===== src/pkg/i2c_scs_pkg.sv =====
/*
 * Constants, register map and state type of the I2C start, division
 * clock and shift block.
 * Assumes a 32-bit APB slave with byte addresses in paddr[7:0].
 */
`default_nettype none
package i2c_scs_pkg;
	////////////////////////////////////////////////////////////////////////
	// Register byte addresses
	localparam logic [7:0] ADDR_PRESC = 8'h00;
	localparam logic [7:0] ADDR_SHIFT = 8'h04;
	localparam logic [7:0] ADDR_CTRL = 8'h08;
	localparam logic [7:0] ADDR_FLAG = 8'h0C;
	localparam logic [7:0] ADDR_IRQ = 8'h10;
	localparam logic [7:0] ADDR_MASK = 8'h14;
	////////////////////////////////////////////////////////////////////////
	// Prescaler fields
	localparam int PRESC_EN_BIT = 4;
	localparam int PRESC_BYP_BIT = 3;
	localparam logic [7:0] PRESC_RW_MASK = 8'h1B;
	localparam logic [7:0] PRESC_RESET = 8'h00;
	localparam logic [7:0] SHIFT_RESET = 8'h00;
	////////////////////////////////////////////////////////////////////////
	// Control and flag fields
	localparam int CTRL_START = 0;
	localparam int CTRL_STOP = 1;
	localparam int CTRL_EXIT = 2;
	localparam int CTRL_ENABLE = 3;
	localparam int CTRL_RSV_DIS = 4;
	localparam int FLAG_STCF = 0;
	localparam int FLAG_BUSY = 1;
	localparam int FLAG_WAIT = 2;
	localparam int FLAG_MASTER = 3;
	////////////////////////////////////////////////////////////////////////
	// Interrupt status bits
	localparam int IRQ_W = 3;
	localparam int IRQ_START = 0;
	localparam int IRQ_BYTE = 1;
	localparam int IRQ_STCF = 2;
	////////////////////////////////////////////////////////////////////////
	// Timing in division clock ticks
	localparam logic [3:0] HOLD_TICKS = 4'h4;
	localparam logic [3:0] PHASE_TICKS = 4'h4;
	localparam logic [2:0] LAST_BIT = 3'h7;
	////////////////////////////////////////////////////////////////////////
	typedef enum logic [3:0] {
		ST_IDLE, ST_START_HOLD, ST_WAIT, ST_SHIFT_LOW, ST_SHIFT_HIGH,
		ST_RESTART_LOW, ST_RESTART_HIGH, ST_STOP_LOW, ST_STOP_HIGH
	} state_e;

	// Last count of the divider: divide by select+2, or by 1 on bypass
	function automatic logic [2:0] div_last(input logic bypass,
		input logic [1:0] select);
		div_last = bypass ? 3'h0 : {1'b0, select} + 3'h1;
	endfunction : div_last
endpackage : i2c_scs_pkg
`default_nettype wire


===== src/i2c_prescaler.sv =====
/*
 * Division clock generator: one-cycle tick every div_last+1 cycles.
 * Assumes enable, bypass and select come from a register on clk_sys.
 */
`timescale 1ns/100ps
`default_nettype none
module i2c_prescaler (
	// Clock and reset
	input wire logic clk_sys,
	input wire logic rst_b,
	// Settings
	input wire logic enable,
	input wire logic bypass,
	input wire logic [1:0] select,
	// Division clock
	output logic tick
);
	logic [2:0] cnt;
	logic [2:0] last;

	always_comb
	begin
		last = i2c_scs_pkg::div_last(bypass, select);
	end

	always_ff @(posedge clk_sys or negedge rst_b)
	begin
		if (!rst_b)
		begin
			cnt <= 3'h0;
			tick <= 1'b0;
		end
		else if (!enable)
		begin
			cnt <= 3'h0;
			tick <= 1'b0;
		end
		else if (cnt >= last)
		begin
			cnt <= 3'h0;
			tick <= 1'b1;
		end
		else
		begin
			cnt <= cnt + 3'h1;
			tick <= 1'b0;
		end
	end
endmodule : i2c_prescaler
`default_nettype wire


===== src/i2c_shifter.sv =====
/*
 * Eight-bit shift register, MSB first out, sample into the LSB.
 * Assumes load and shift are never asserted together.
 */
`timescale 1ns/100ps
`default_nettype none
module i2c_shifter (
	// Clock and reset
	input wire logic clk_sys,
	input wire logic rst_b,
	// Control
	input wire logic load,
	input wire logic [7:0] load_data,
	input wire logic shift,
	input wire logic shift_in,
	// Contents
	output logic [7:0] data
);
	always_ff @(posedge clk_sys or negedge rst_b)
	begin
		if (!rst_b)
			data <= i2c_scs_pkg::SHIFT_RESET;
		else if (load)
			data <= load_data;
		else if (shift)
			data <= {data[6:0], shift_in};
	end
endmodule : i2c_shifter
`default_nettype wire


===== src/i2c_start_clock_shift.sv =====
/*
 * I2C start trigger with reservation, division clock and shift register,
 * with an APB register slave and a level interrupt.
 * Assumes open-drain pins outside; oe_b low pulls the line low.
 */
// Chosen here: the APB register port and the register addresses.
// Operation
// - A start on a free bus pulls data low with clock high, then after the hold time pulls clock low and waits.
// - With reservation enabled and a busy bus, the trigger waits and starts automatically once the bus is free.
// - With reservation disabled and a busy bus, a start write sets the start-clear flag and no start follows.
// - A start write while master in the wait state releases the wait and makes a repeated start.
// - While the start trigger is 1 a further write of 1 does nothing.
// - The device clears the start trigger once it has made the start; only software sets it.
// - Exit-communication written 1 or operation-enable falling clears the start trigger.
// - Division clock enable bit 4 stops the division clock at 0 and runs it at 1.
// - Select codes 00 to 11 divide by 2 to 5, and bypass uses the undivided clock.
// - The 8-bit shift register shifts with the serial clock and resets to zero.
// - A shift register write in the wait state ends the wait and shifts the byte out.
`timescale 1ns/100ps
`default_nettype none
module i2c_start_clock_shift (
	// Clock and reset
	input wire logic clk_sys,
	input wire logic rst_b,
	// APB slave
	input wire logic psel,
	input wire logic penable,
	input wire logic pwrite,
	input wire logic [7:0] paddr,
	input wire logic [31:0] pwdata,
	output logic [31:0] prdata,
	output logic pready,
	output logic pslverr,
	// Bus lines
	input wire logic bus_data_line_i,
	output logic bus_data_line_o,
	output logic bus_data_line_oe_b,
	input wire logic bus_clock_line_i,
	output logic bus_clock_line_o,
	output logic bus_clock_line_oe_b,
	// Interrupt
	output logic irq
);
	localparam int IRQ_HI = i2c_scs_pkg::IRQ_W - 1;
	i2c_scs_pkg::state_e state;
	logic [7:0] prescaler_register;
	logic start_trigger, stop_trigger, operation_enable;
	logic reservation_disable, start_clear_flag, bus_busy, pending_go;
	logic [IRQ_HI:0] irq_status, irq_mask;
	logic [2:0] sda_sync, scl_sync;
	logic sda_f, scl_f, sda_prev, scl_prev;
	logic [3:0] cnt;
	logic [2:0] bit_cnt;
	logic tick, phase_end, hold_done, byte_done;
	logic setup, acc, ctl_wr, sh_wr, sw_start, deny, en_fall, exit_wr;
	logic loadable, shift_en;
	logic [7:0] shift_data;
	logic [IRQ_HI:0] ev;

	////////////////////////////////////////////////////////////////////////
	// Sub-blocks
	i2c_prescaler u_presc (
		.clk_sys(clk_sys),
		.rst_b(rst_b),
		.enable(prescaler_register[i2c_scs_pkg::PRESC_EN_BIT]),
		.bypass(prescaler_register[i2c_scs_pkg::PRESC_BYP_BIT]),
		.select(prescaler_register[1:0]),
		.tick(tick)
	);

	i2c_shifter u_shift (
		.clk_sys(clk_sys),
		.rst_b(rst_b),
		.load(sh_wr && loadable),
		.load_data(pwdata[7:0]),
		.shift(shift_en),
		.shift_in(sda_f),
		.data(shift_data)
	);

	////////////////////////////////////////////////////////////////////////
	// Decode
	always_comb
	begin
		setup = psel && !penable;
		acc = psel && penable && pready;
		ctl_wr = acc && pwrite && paddr == i2c_scs_pkg::ADDR_CTRL;
		sh_wr = acc && pwrite && paddr == i2c_scs_pkg::ADDR_SHIFT;
		sw_start = ctl_wr && pwdata[i2c_scs_pkg::CTRL_START]
			&& !start_trigger;
		deny = sw_start && bus_busy && reservation_disable
			&& state == i2c_scs_pkg::ST_IDLE;
		exit_wr = ctl_wr && pwdata[i2c_scs_pkg::CTRL_EXIT];
		en_fall = ctl_wr && operation_enable
			&& !pwdata[i2c_scs_pkg::CTRL_ENABLE];
		phase_end = tick && cnt == ((state == i2c_scs_pkg::ST_START_HOLD)
			? i2c_scs_pkg::HOLD_TICKS : i2c_scs_pkg::PHASE_TICKS) - 4'h1;
		hold_done = phase_end && state == i2c_scs_pkg::ST_START_HOLD;
		byte_done = phase_end && state == i2c_scs_pkg::ST_SHIFT_HIGH
			&& bit_cnt == i2c_scs_pkg::LAST_BIT;
		shift_en = phase_end && state == i2c_scs_pkg::ST_SHIFT_HIGH;
		loadable = state != i2c_scs_pkg::ST_SHIFT_LOW
			&& state != i2c_scs_pkg::ST_SHIFT_HIGH;
		ev = '0;
		ev[i2c_scs_pkg::IRQ_START] = hold_done;
		ev[i2c_scs_pkg::IRQ_BYTE] = byte_done;
		ev[i2c_scs_pkg::IRQ_STCF] = deny;
	end

	////////////////////////////////////////////////////////////////////////
	// Pin synchronisers and bus monitor
	always_ff @(posedge clk_sys or negedge rst_b)
	begin
		if (!rst_b)
		begin
			sda_sync <= 3'h7;
			scl_sync <= 3'h7;
			sda_f <= 1'b1;
			scl_f <= 1'b1;
		end
		else
		begin
			sda_sync <= {sda_sync[1:0], bus_data_line_i};
			scl_sync <= {scl_sync[1:0], bus_clock_line_i};
			if (sda_sync[1] == sda_sync[2])
				sda_f <= sda_sync[2];
			if (scl_sync[1] == scl_sync[2])
				scl_f <= scl_sync[2];
		end
	end

	always_ff @(posedge clk_sys or negedge rst_b)
	begin
		if (!rst_b)
		begin
			sda_prev <= 1'b1;
			scl_prev <= 1'b1;
			bus_busy <= 1'b0;
		end
		else
		begin
			sda_prev <= sda_f;
			scl_prev <= scl_f;
			if (scl_f && scl_prev && sda_prev && !sda_f
				&& state == i2c_scs_pkg::ST_IDLE)
				bus_busy <= 1'b1;
			else if (scl_f && scl_prev && !sda_prev && sda_f)
				bus_busy <= 1'b0;
		end
	end

	////////////////////////////////////////////////////////////////////////
	// Control register
	always_ff @(posedge clk_sys or negedge rst_b)
	begin
		if (!rst_b)
		begin
			start_trigger <= 1'b0;
			stop_trigger <= 1'b0;
			operation_enable <= 1'b0;
			reservation_disable <= 1'b0;
		end
		else
		begin
			if (ctl_wr)
			begin
				operation_enable <= pwdata[i2c_scs_pkg::CTRL_ENABLE];
				reservation_disable <= pwdata[i2c_scs_pkg::CTRL_RSV_DIS];
			end
			if (sw_start && !deny)
				start_trigger <= 1'b1;
			if (hold_done)
				start_trigger <= 1'b0;
			if (exit_wr || en_fall || deny)
				start_trigger <= 1'b0;
			if (ctl_wr && pwdata[i2c_scs_pkg::CTRL_STOP]
				&& !pwdata[i2c_scs_pkg::CTRL_START])
				stop_trigger <= 1'b1;
			if (state == i2c_scs_pkg::ST_STOP_LOW || exit_wr || en_fall)
				stop_trigger <= 1'b0;
		end
	end

	always_ff @(posedge clk_sys or negedge rst_b)
	begin
		if (!rst_b)
			start_clear_flag <= 1'b0;
		else if (deny)
			start_clear_flag <= 1'b1;
		else if (sw_start)
			start_clear_flag <= 1'b0;
	end

	always_ff @(posedge clk_sys or negedge rst_b)
	begin
		if (!rst_b)
			prescaler_register <= i2c_scs_pkg::PRESC_RESET;
		else if (acc && pwrite && paddr == i2c_scs_pkg::ADDR_PRESC)
			prescaler_register <= pwdata[7:0]
				& i2c_scs_pkg::PRESC_RW_MASK;
	end

	////////////////////////////////////////////////////////////////////////
	// Bus sequencer
	always_ff @(posedge clk_sys or negedge rst_b)
	begin
		if (!rst_b)
			cnt <= 4'h0;
		else if (phase_end || state == i2c_scs_pkg::ST_IDLE
			|| state == i2c_scs_pkg::ST_WAIT)
			cnt <= 4'h0;
		else if (tick)
			cnt <= cnt + 4'h1;
	end

	always_ff @(posedge clk_sys or negedge rst_b)
	begin
		if (!rst_b)
			pending_go <= 1'b0;
		else if (state == i2c_scs_pkg::ST_WAIT || !operation_enable)
			pending_go <= 1'b0;
		else if (sh_wr && loadable && start_trigger)
			pending_go <= 1'b1;
	end

	always_ff @(posedge clk_sys or negedge rst_b)
	begin
		if (!rst_b)
		begin
			state <= i2c_scs_pkg::ST_IDLE;
			bit_cnt <= 3'h0;
		end
		else if (!operation_enable || exit_wr || en_fall)
			state <= i2c_scs_pkg::ST_IDLE;
		else
		begin
			unique case (state)
				i2c_scs_pkg::ST_IDLE:
					if (start_trigger && !bus_busy)
						state <= i2c_scs_pkg::ST_START_HOLD;
				i2c_scs_pkg::ST_START_HOLD:
					if (hold_done)
						state <= i2c_scs_pkg::ST_WAIT;
				i2c_scs_pkg::ST_WAIT:
					if (start_trigger)
						state <= i2c_scs_pkg::ST_RESTART_LOW;
					else if (sh_wr || pending_go)
					begin
						state <= i2c_scs_pkg::ST_SHIFT_LOW;
						bit_cnt <= 3'h0;
					end
					else if (stop_trigger)
						state <= i2c_scs_pkg::ST_STOP_LOW;
				i2c_scs_pkg::ST_SHIFT_LOW:
					if (phase_end)
						state <= i2c_scs_pkg::ST_SHIFT_HIGH;
				i2c_scs_pkg::ST_SHIFT_HIGH:
					if (byte_done)
						state <= i2c_scs_pkg::ST_WAIT;
					else if (phase_end)
					begin
						state <= i2c_scs_pkg::ST_SHIFT_LOW;
						bit_cnt <= bit_cnt + 3'h1;
					end
				i2c_scs_pkg::ST_RESTART_LOW:
					if (phase_end)
						state <= i2c_scs_pkg::ST_RESTART_HIGH;
				i2c_scs_pkg::ST_RESTART_HIGH:
					if (phase_end)
						state <= i2c_scs_pkg::ST_START_HOLD;
				i2c_scs_pkg::ST_STOP_LOW:
					if (phase_end)
						state <= i2c_scs_pkg::ST_STOP_HIGH;
				i2c_scs_pkg::ST_STOP_HIGH:
					if (phase_end)
						state <= i2c_scs_pkg::ST_IDLE;
				default:
					state <= i2c_scs_pkg::ST_IDLE;
			endcase
		end
	end

	////////////////////////////////////////////////////////////////////////
	// Pin drivers
	always_ff @(posedge clk_sys or negedge rst_b)
	begin
		if (!rst_b)
		begin
			bus_data_line_o <= 1'b0;
			bus_clock_line_o <= 1'b0;
			bus_data_line_oe_b <= 1'b1;
			bus_clock_line_oe_b <= 1'b1;
		end
		else
		begin
			bus_data_line_o <= 1'b0;
			bus_clock_line_o <= 1'b0;
			unique case (state)
				i2c_scs_pkg::ST_START_HOLD, i2c_scs_pkg::ST_WAIT,
				i2c_scs_pkg::ST_STOP_LOW, i2c_scs_pkg::ST_STOP_HIGH:
					bus_data_line_oe_b <= 1'b0;
				i2c_scs_pkg::ST_SHIFT_LOW, i2c_scs_pkg::ST_SHIFT_HIGH:
					bus_data_line_oe_b <= shift_data[7];
				default:
					bus_data_line_oe_b <= 1'b1;
			endcase
			bus_clock_line_oe_b <= !(state == i2c_scs_pkg::ST_WAIT
				|| state == i2c_scs_pkg::ST_SHIFT_LOW
				|| state == i2c_scs_pkg::ST_RESTART_LOW
				|| state == i2c_scs_pkg::ST_STOP_LOW);
		end
	end

	////////////////////////////////////////////////////////////////////////
	// Interrupts
	always_ff @(posedge clk_sys or negedge rst_b)
	begin
		if (!rst_b)
		begin
			irq_status <= '0;
			irq_mask <= '0;
			irq <= 1'b0;
		end
		else
		begin
			if (acc && !pwrite && paddr == i2c_scs_pkg::ADDR_IRQ)
				irq_status <= ev;
			else
				irq_status <= irq_status | ev;
			if (acc && pwrite && paddr == i2c_scs_pkg::ADDR_MASK)
				irq_mask <= pwdata[IRQ_HI:0];
			irq <= |(irq_status & irq_mask);
		end
	end

	////////////////////////////////////////////////////////////////////////
	// APB answer
	always_ff @(posedge clk_sys or negedge rst_b)
	begin
		if (!rst_b)
		begin
			pready <= 1'b0;
			pslverr <= 1'b0;
			prdata <= 32'h0000_0000;
		end
		else
		begin
			pready <= setup;
			pslverr <= 1'b0;
			prdata <= 32'h0000_0000;
			if (setup)
			begin
				unique case (paddr)
					i2c_scs_pkg::ADDR_PRESC:
						prdata[7:0] <= prescaler_register;
					i2c_scs_pkg::ADDR_SHIFT:
						prdata[7:0] <= shift_data;
					i2c_scs_pkg::ADDR_CTRL:
					begin
						prdata[i2c_scs_pkg::CTRL_START] <= start_trigger;
						prdata[i2c_scs_pkg::CTRL_STOP] <= stop_trigger;
						prdata[i2c_scs_pkg::CTRL_ENABLE] <= operation_enable;
						prdata[i2c_scs_pkg::CTRL_RSV_DIS] <= reservation_disable;
					end
					i2c_scs_pkg::ADDR_FLAG:
					begin
						prdata[i2c_scs_pkg::FLAG_STCF] <= start_clear_flag;
						prdata[i2c_scs_pkg::FLAG_BUSY] <= bus_busy;
						prdata[i2c_scs_pkg::FLAG_WAIT] <=
							state == i2c_scs_pkg::ST_WAIT;
						prdata[i2c_scs_pkg::FLAG_MASTER] <=
							state != i2c_scs_pkg::ST_IDLE;
					end
					i2c_scs_pkg::ADDR_IRQ:
						prdata[IRQ_HI:0] <= irq_status | ev;
					i2c_scs_pkg::ADDR_MASK:
						prdata[IRQ_HI:0] <= irq_mask;
					default:
						pslverr <= 1'b1;
				endcase
			end
		end
	end
endmodule : i2c_start_clock_shift
`default_nettype wire


===== config.mk =====
export PLATFORM = sky130hd
export DESIGN_NAME = i2c_start_clock_shift
export DESIGN_NICKNAME = d
export VERILOG_FILES = /design/src/pkg/i2c_scs_pkg.sv /design/src/i2c_prescaler.sv /design/src/i2c_shifter.sv /design/src/i2c_start_clock_shift.sv
export SDC_FILE = /design/constraint.sdc
export NUM_CORES = 1
export LEC_CHECK = 0
export ABC_CLOCK_PERIOD_IN_PS = 3100
export BUFFER_PORTS_ARGS = -buffer_cell sky130_fd_sc_hd__buf_4
export CELL_PAD_IN_SITES_DETAIL_PLACEMENT = 1
export CELL_PAD_IN_SITES_GLOBAL_PLACEMENT = 1
export CORE_ASPECT_RATIO = 0.75
export CORE_MARGIN = 5
export CORE_UTILIZATION = 30
export CTS_CLUSTER_DIAMETER = 100
export DETAILED_ROUTE_END_ITERATION = 10
export PLACE_DENSITY = 0.63
export SLEW_MARGIN = 20
export SYNTH_ARGS = -nofsm -noshare
export SYNTH_HDL_FRONTEND = slang
export SYNTH_SLANG_ARGS = --single-unit

===== constraint.sdc =====
create_clock -name clk_sys -period 3.1 [get_ports clk_sys]
set_input_delay 0.775 -clock clk_sys [delete_from_list [all_inputs] [get_ports clk_sys]]
set_output_delay 0.775 -clock clk_sys [all_outputs]
set_load 0.03 [all_outputs]

==> run_results.csv <==
group,metric,value,unit
clock_network,post_cts_buffers,0,
global_route,grt_pass1_vias,2431,
logic_synthesis,synth_compound_gate_area_share,0.112,
global_route,antenna_found_initial,0,
finish,n_fill_cell,1232,
logic_synthesis,synthCells,322,
logic_synthesis,synthArstFlopShare,1.00,
worst_setup_path,worst-path-max-fanout,3,
global_route,grt_max_degree,64,
logic_synthesis,synth_top_family_by_area,"simple AND/OR/NAND/NOR gates",
floorplanning,num_rows,33,
logic_synthesis,ys_seq_elements,63,
place,io_buffer_count,35,
global_route,grt_pass1_wl,13.0,mm
finish,antennaDiodeCount,0,
logic_synthesis,synthFlopType,"dfrtp_1",
min_path,hold_depth,0,
floorplanning,core,10800,µm²
place,place_congestion,0.760,
worst_setup_path,reg2reg_to,"bit_cnt[0]",
floorplanning,die_h,101,µm
timing,setup_tns,0,ns
logic_synthesis,syn_area,3290,µm²
min_path,hold_path.class,"flop to flop",
timing,slew_viol_final,0,
finish,final_common_cell,"dfrtp_1",
floorplanning,die_w,131,µm
worst_setup_path,crit_chain,"buf_4 -> nor4_2 -> or4b_1 -> or3_4 -> a21oi_4 -> mux2_1",
status,status,"finished clean",
route,route.detailed.drc,0,
logic_synthesis,avgSynthCellArea,10.2,µm²
timing,post-route-min-period,2.47,ns
logic_synthesis,synth_edf_count,0,
route,via_count,2430,
flow_run,cap_violations,0,
logic_synthesis,ys_types,61,
worst_setup_path,arrival,2.68,ns
worst_setup_path,cp-start-kind,"primary input",
clock_network,clk_latency,0.33,ns
worst_setup_path,critPathBufInv,1,
logic_synthesis,synth_fa_ha_area_frac,0.0365,
timing,max_freq,405,MHz
clock_network,cts_root_buf,"clkbuf_16",
logic_synthesis,ys_warn_count,0,
global_route,grt_overflow,0,
worst_setup_path,criticalPathCategory,"primary input to flop",
min_path,worstHoldStart,"scl_sync[0]",
place,hpwl,6.00,mm
route,ant_nets,0,
power,vdd_ir_drop_max,0.249,mV
worst_setup_path,critPathTopFamily,"simple AND/OR/NAND/NOR gates",
clock_network,cts_max_level,3,
timing,finalClockSkew,0.00361,ns
timing,relSlewSlack,0.389,
power,power.total,0.00203,W
finish,final_cell_mix,"dfrtp_1, buf_4, nand2_1",
route,drtPass1Iterations,4,
worst_setup_path,r2r_cells,4,
logic_synthesis,synth-simple-area-share,0.208,
route,vias_per_cell,4.82,
route,post_drt_wl_per_cell,16.0,µm
clock_network,clock_sinks,63,
route,wirelength,8.06,mm
clock_network,cts.reportedPaths.clkPinSlew,0.06,ns
timing,timing.hold.ws,0.354,ns
route,drtIter0Drc,157,
worst_setup_path,cp.required,3.31,ns
floorplanning,io_pins,86,
worst_setup_path,worstSetupEndpointType,"flop",
clock_network,hold_buffers,0,
timing,worst_slew_pin_slew,0.904,ns
timing,setup_viol,0,
timing,final-hold-violation-count,0,
clock_network,post_cts_resized,0,
power,p_per_area,515,nW/µm²
min_path,whs_endpoint,"scl_sync[1]",
finish,final_layout_size_suffix_gt1_frac,0.245,
logic_synthesis,synth_seq_area_share,0.483,
worst_setup_path,max_stage_delay,0.53,ns
timing,rsz0062_at_grt,"false",
logic_synthesis,synth_xor_xnor_area_share,0.0106,
logic_synthesis,synthMuxAreaShare,0.0619,
global_route,grt_use_total,0.128,
floorplanning,die-area,13200,µm²
worst_setup_path,timing.rr.start,"state[2]",
worst_setup_path,rrSetupSlack,0.71,ns
finish,fin_nets,414,
timing,finalCritPeriodShare,0.797,
clock_network,numCtsBuffers,9,
power,p_leak,1.77,nW
clock_network,cts_tree,"yes",
worst_setup_path,worst_path_max_delay_cell,"or4b_1",
floorplanning,initial_utilization,0.305,
finish,area_growth,19.6,%
clock_network,clock_path_buffers,2,
-- synth_stat cells, types with 4 or more instances --
cell type,n,area share
nand3b_1,5,0.011
inv_1,8,0.0091
nand2b_1,7,0.013
nand2_1,35,0.040
a22oi_1,5,0.011
mux2i_1,8,0.024
ha_1,8,0.030
buf_4,26,0.059
a21oi_1,13,0.020
a211oi_1,4,0.0091
o21ai_0,6,0.0091
nor3_1,6,0.0091
nor2_1,24,0.027
dfrtp_1,51,0.39
mux2_2,8,0.027
nor2b_1,5,0.0095
dfstp_2,12,0.096
nand3_1,8,0.012
clkbuf_1,11,0.013
-- where the power goes --
group	leakage (nW)	switching (W)	internal [W]
clock network	0.150	0.000374	0.000671
registers	0.801	0.0000119	0.000844
logic	0.815	0.0000933	0.0000354
-- worst max path at each step --
stage,from,to,slack [ns],cells after the start
3_3_place_gp,paddr[1],bit_cnt[0],0.31,6
4_1_cts,paddr[1],bit_cnt[0],0.62,6
3_5_place_dp,paddr[1],bit_cnt[0],0.29,6
2_1_floorplan,paddr[7],bit_cnt[0],0.47,6
5_1_grt,state[2],u_shift.data[3],0.55,5
6_report,paddr[1],bit_cnt[0],0.63,6
-- area by class of cell --
type	instances	area [µm²]	share of cell area
inverter	8	30.0	0.00762
multi-input combinational	235	1510	0.383
clock inverter	6	67.6	0.0171
sequential	63	1590	0.404
timing repair buffer	42	315	0.0800
clock buffer	10	250	0.0635
tap	140	175	0.0444
-- cell families after synthesis --
group | count (synthesis)
AO/OA/AOI/OAI | 52
AND/OR/NAND/NOR | 125
flip-flops | 63
multiplexers | 18
adder cells (fa/ha/maj) | 10
other | 1
XOR/XNOR | 4
buffers and inverters | 49
-- state kept, by name (all words and copies together), names as in the netlist, 3 cells and up --
signal,count
cnt,4
irq_status,3
scl_sync,3
sda_sync,3
u_presc.cnt,3
bit_cnt,3
u_shift.data,8
prescaler_register,4
prdata,8
state,4
irq_mask,3
-- layer usage --
metal	global-route usage	wire length [µm]
met5	0	0
met4	0.0332	59
met3	0.0350	342
met2	0.183	3590
met1	0.189	4060
-- stage by stage --
stage	area (µm²)	setup WS (ns)	util	instances
global placement	3620	0.315	0.335	488
CTS	3940	0.623	0.364	504
finish	3940	0.629	0.364	504
floorplan	3390	0.474	-	347
global route	3940	0.553	0.364	504
detailed placement	3620	0.292	0.335	488
(Power assumes the default switching activity.)
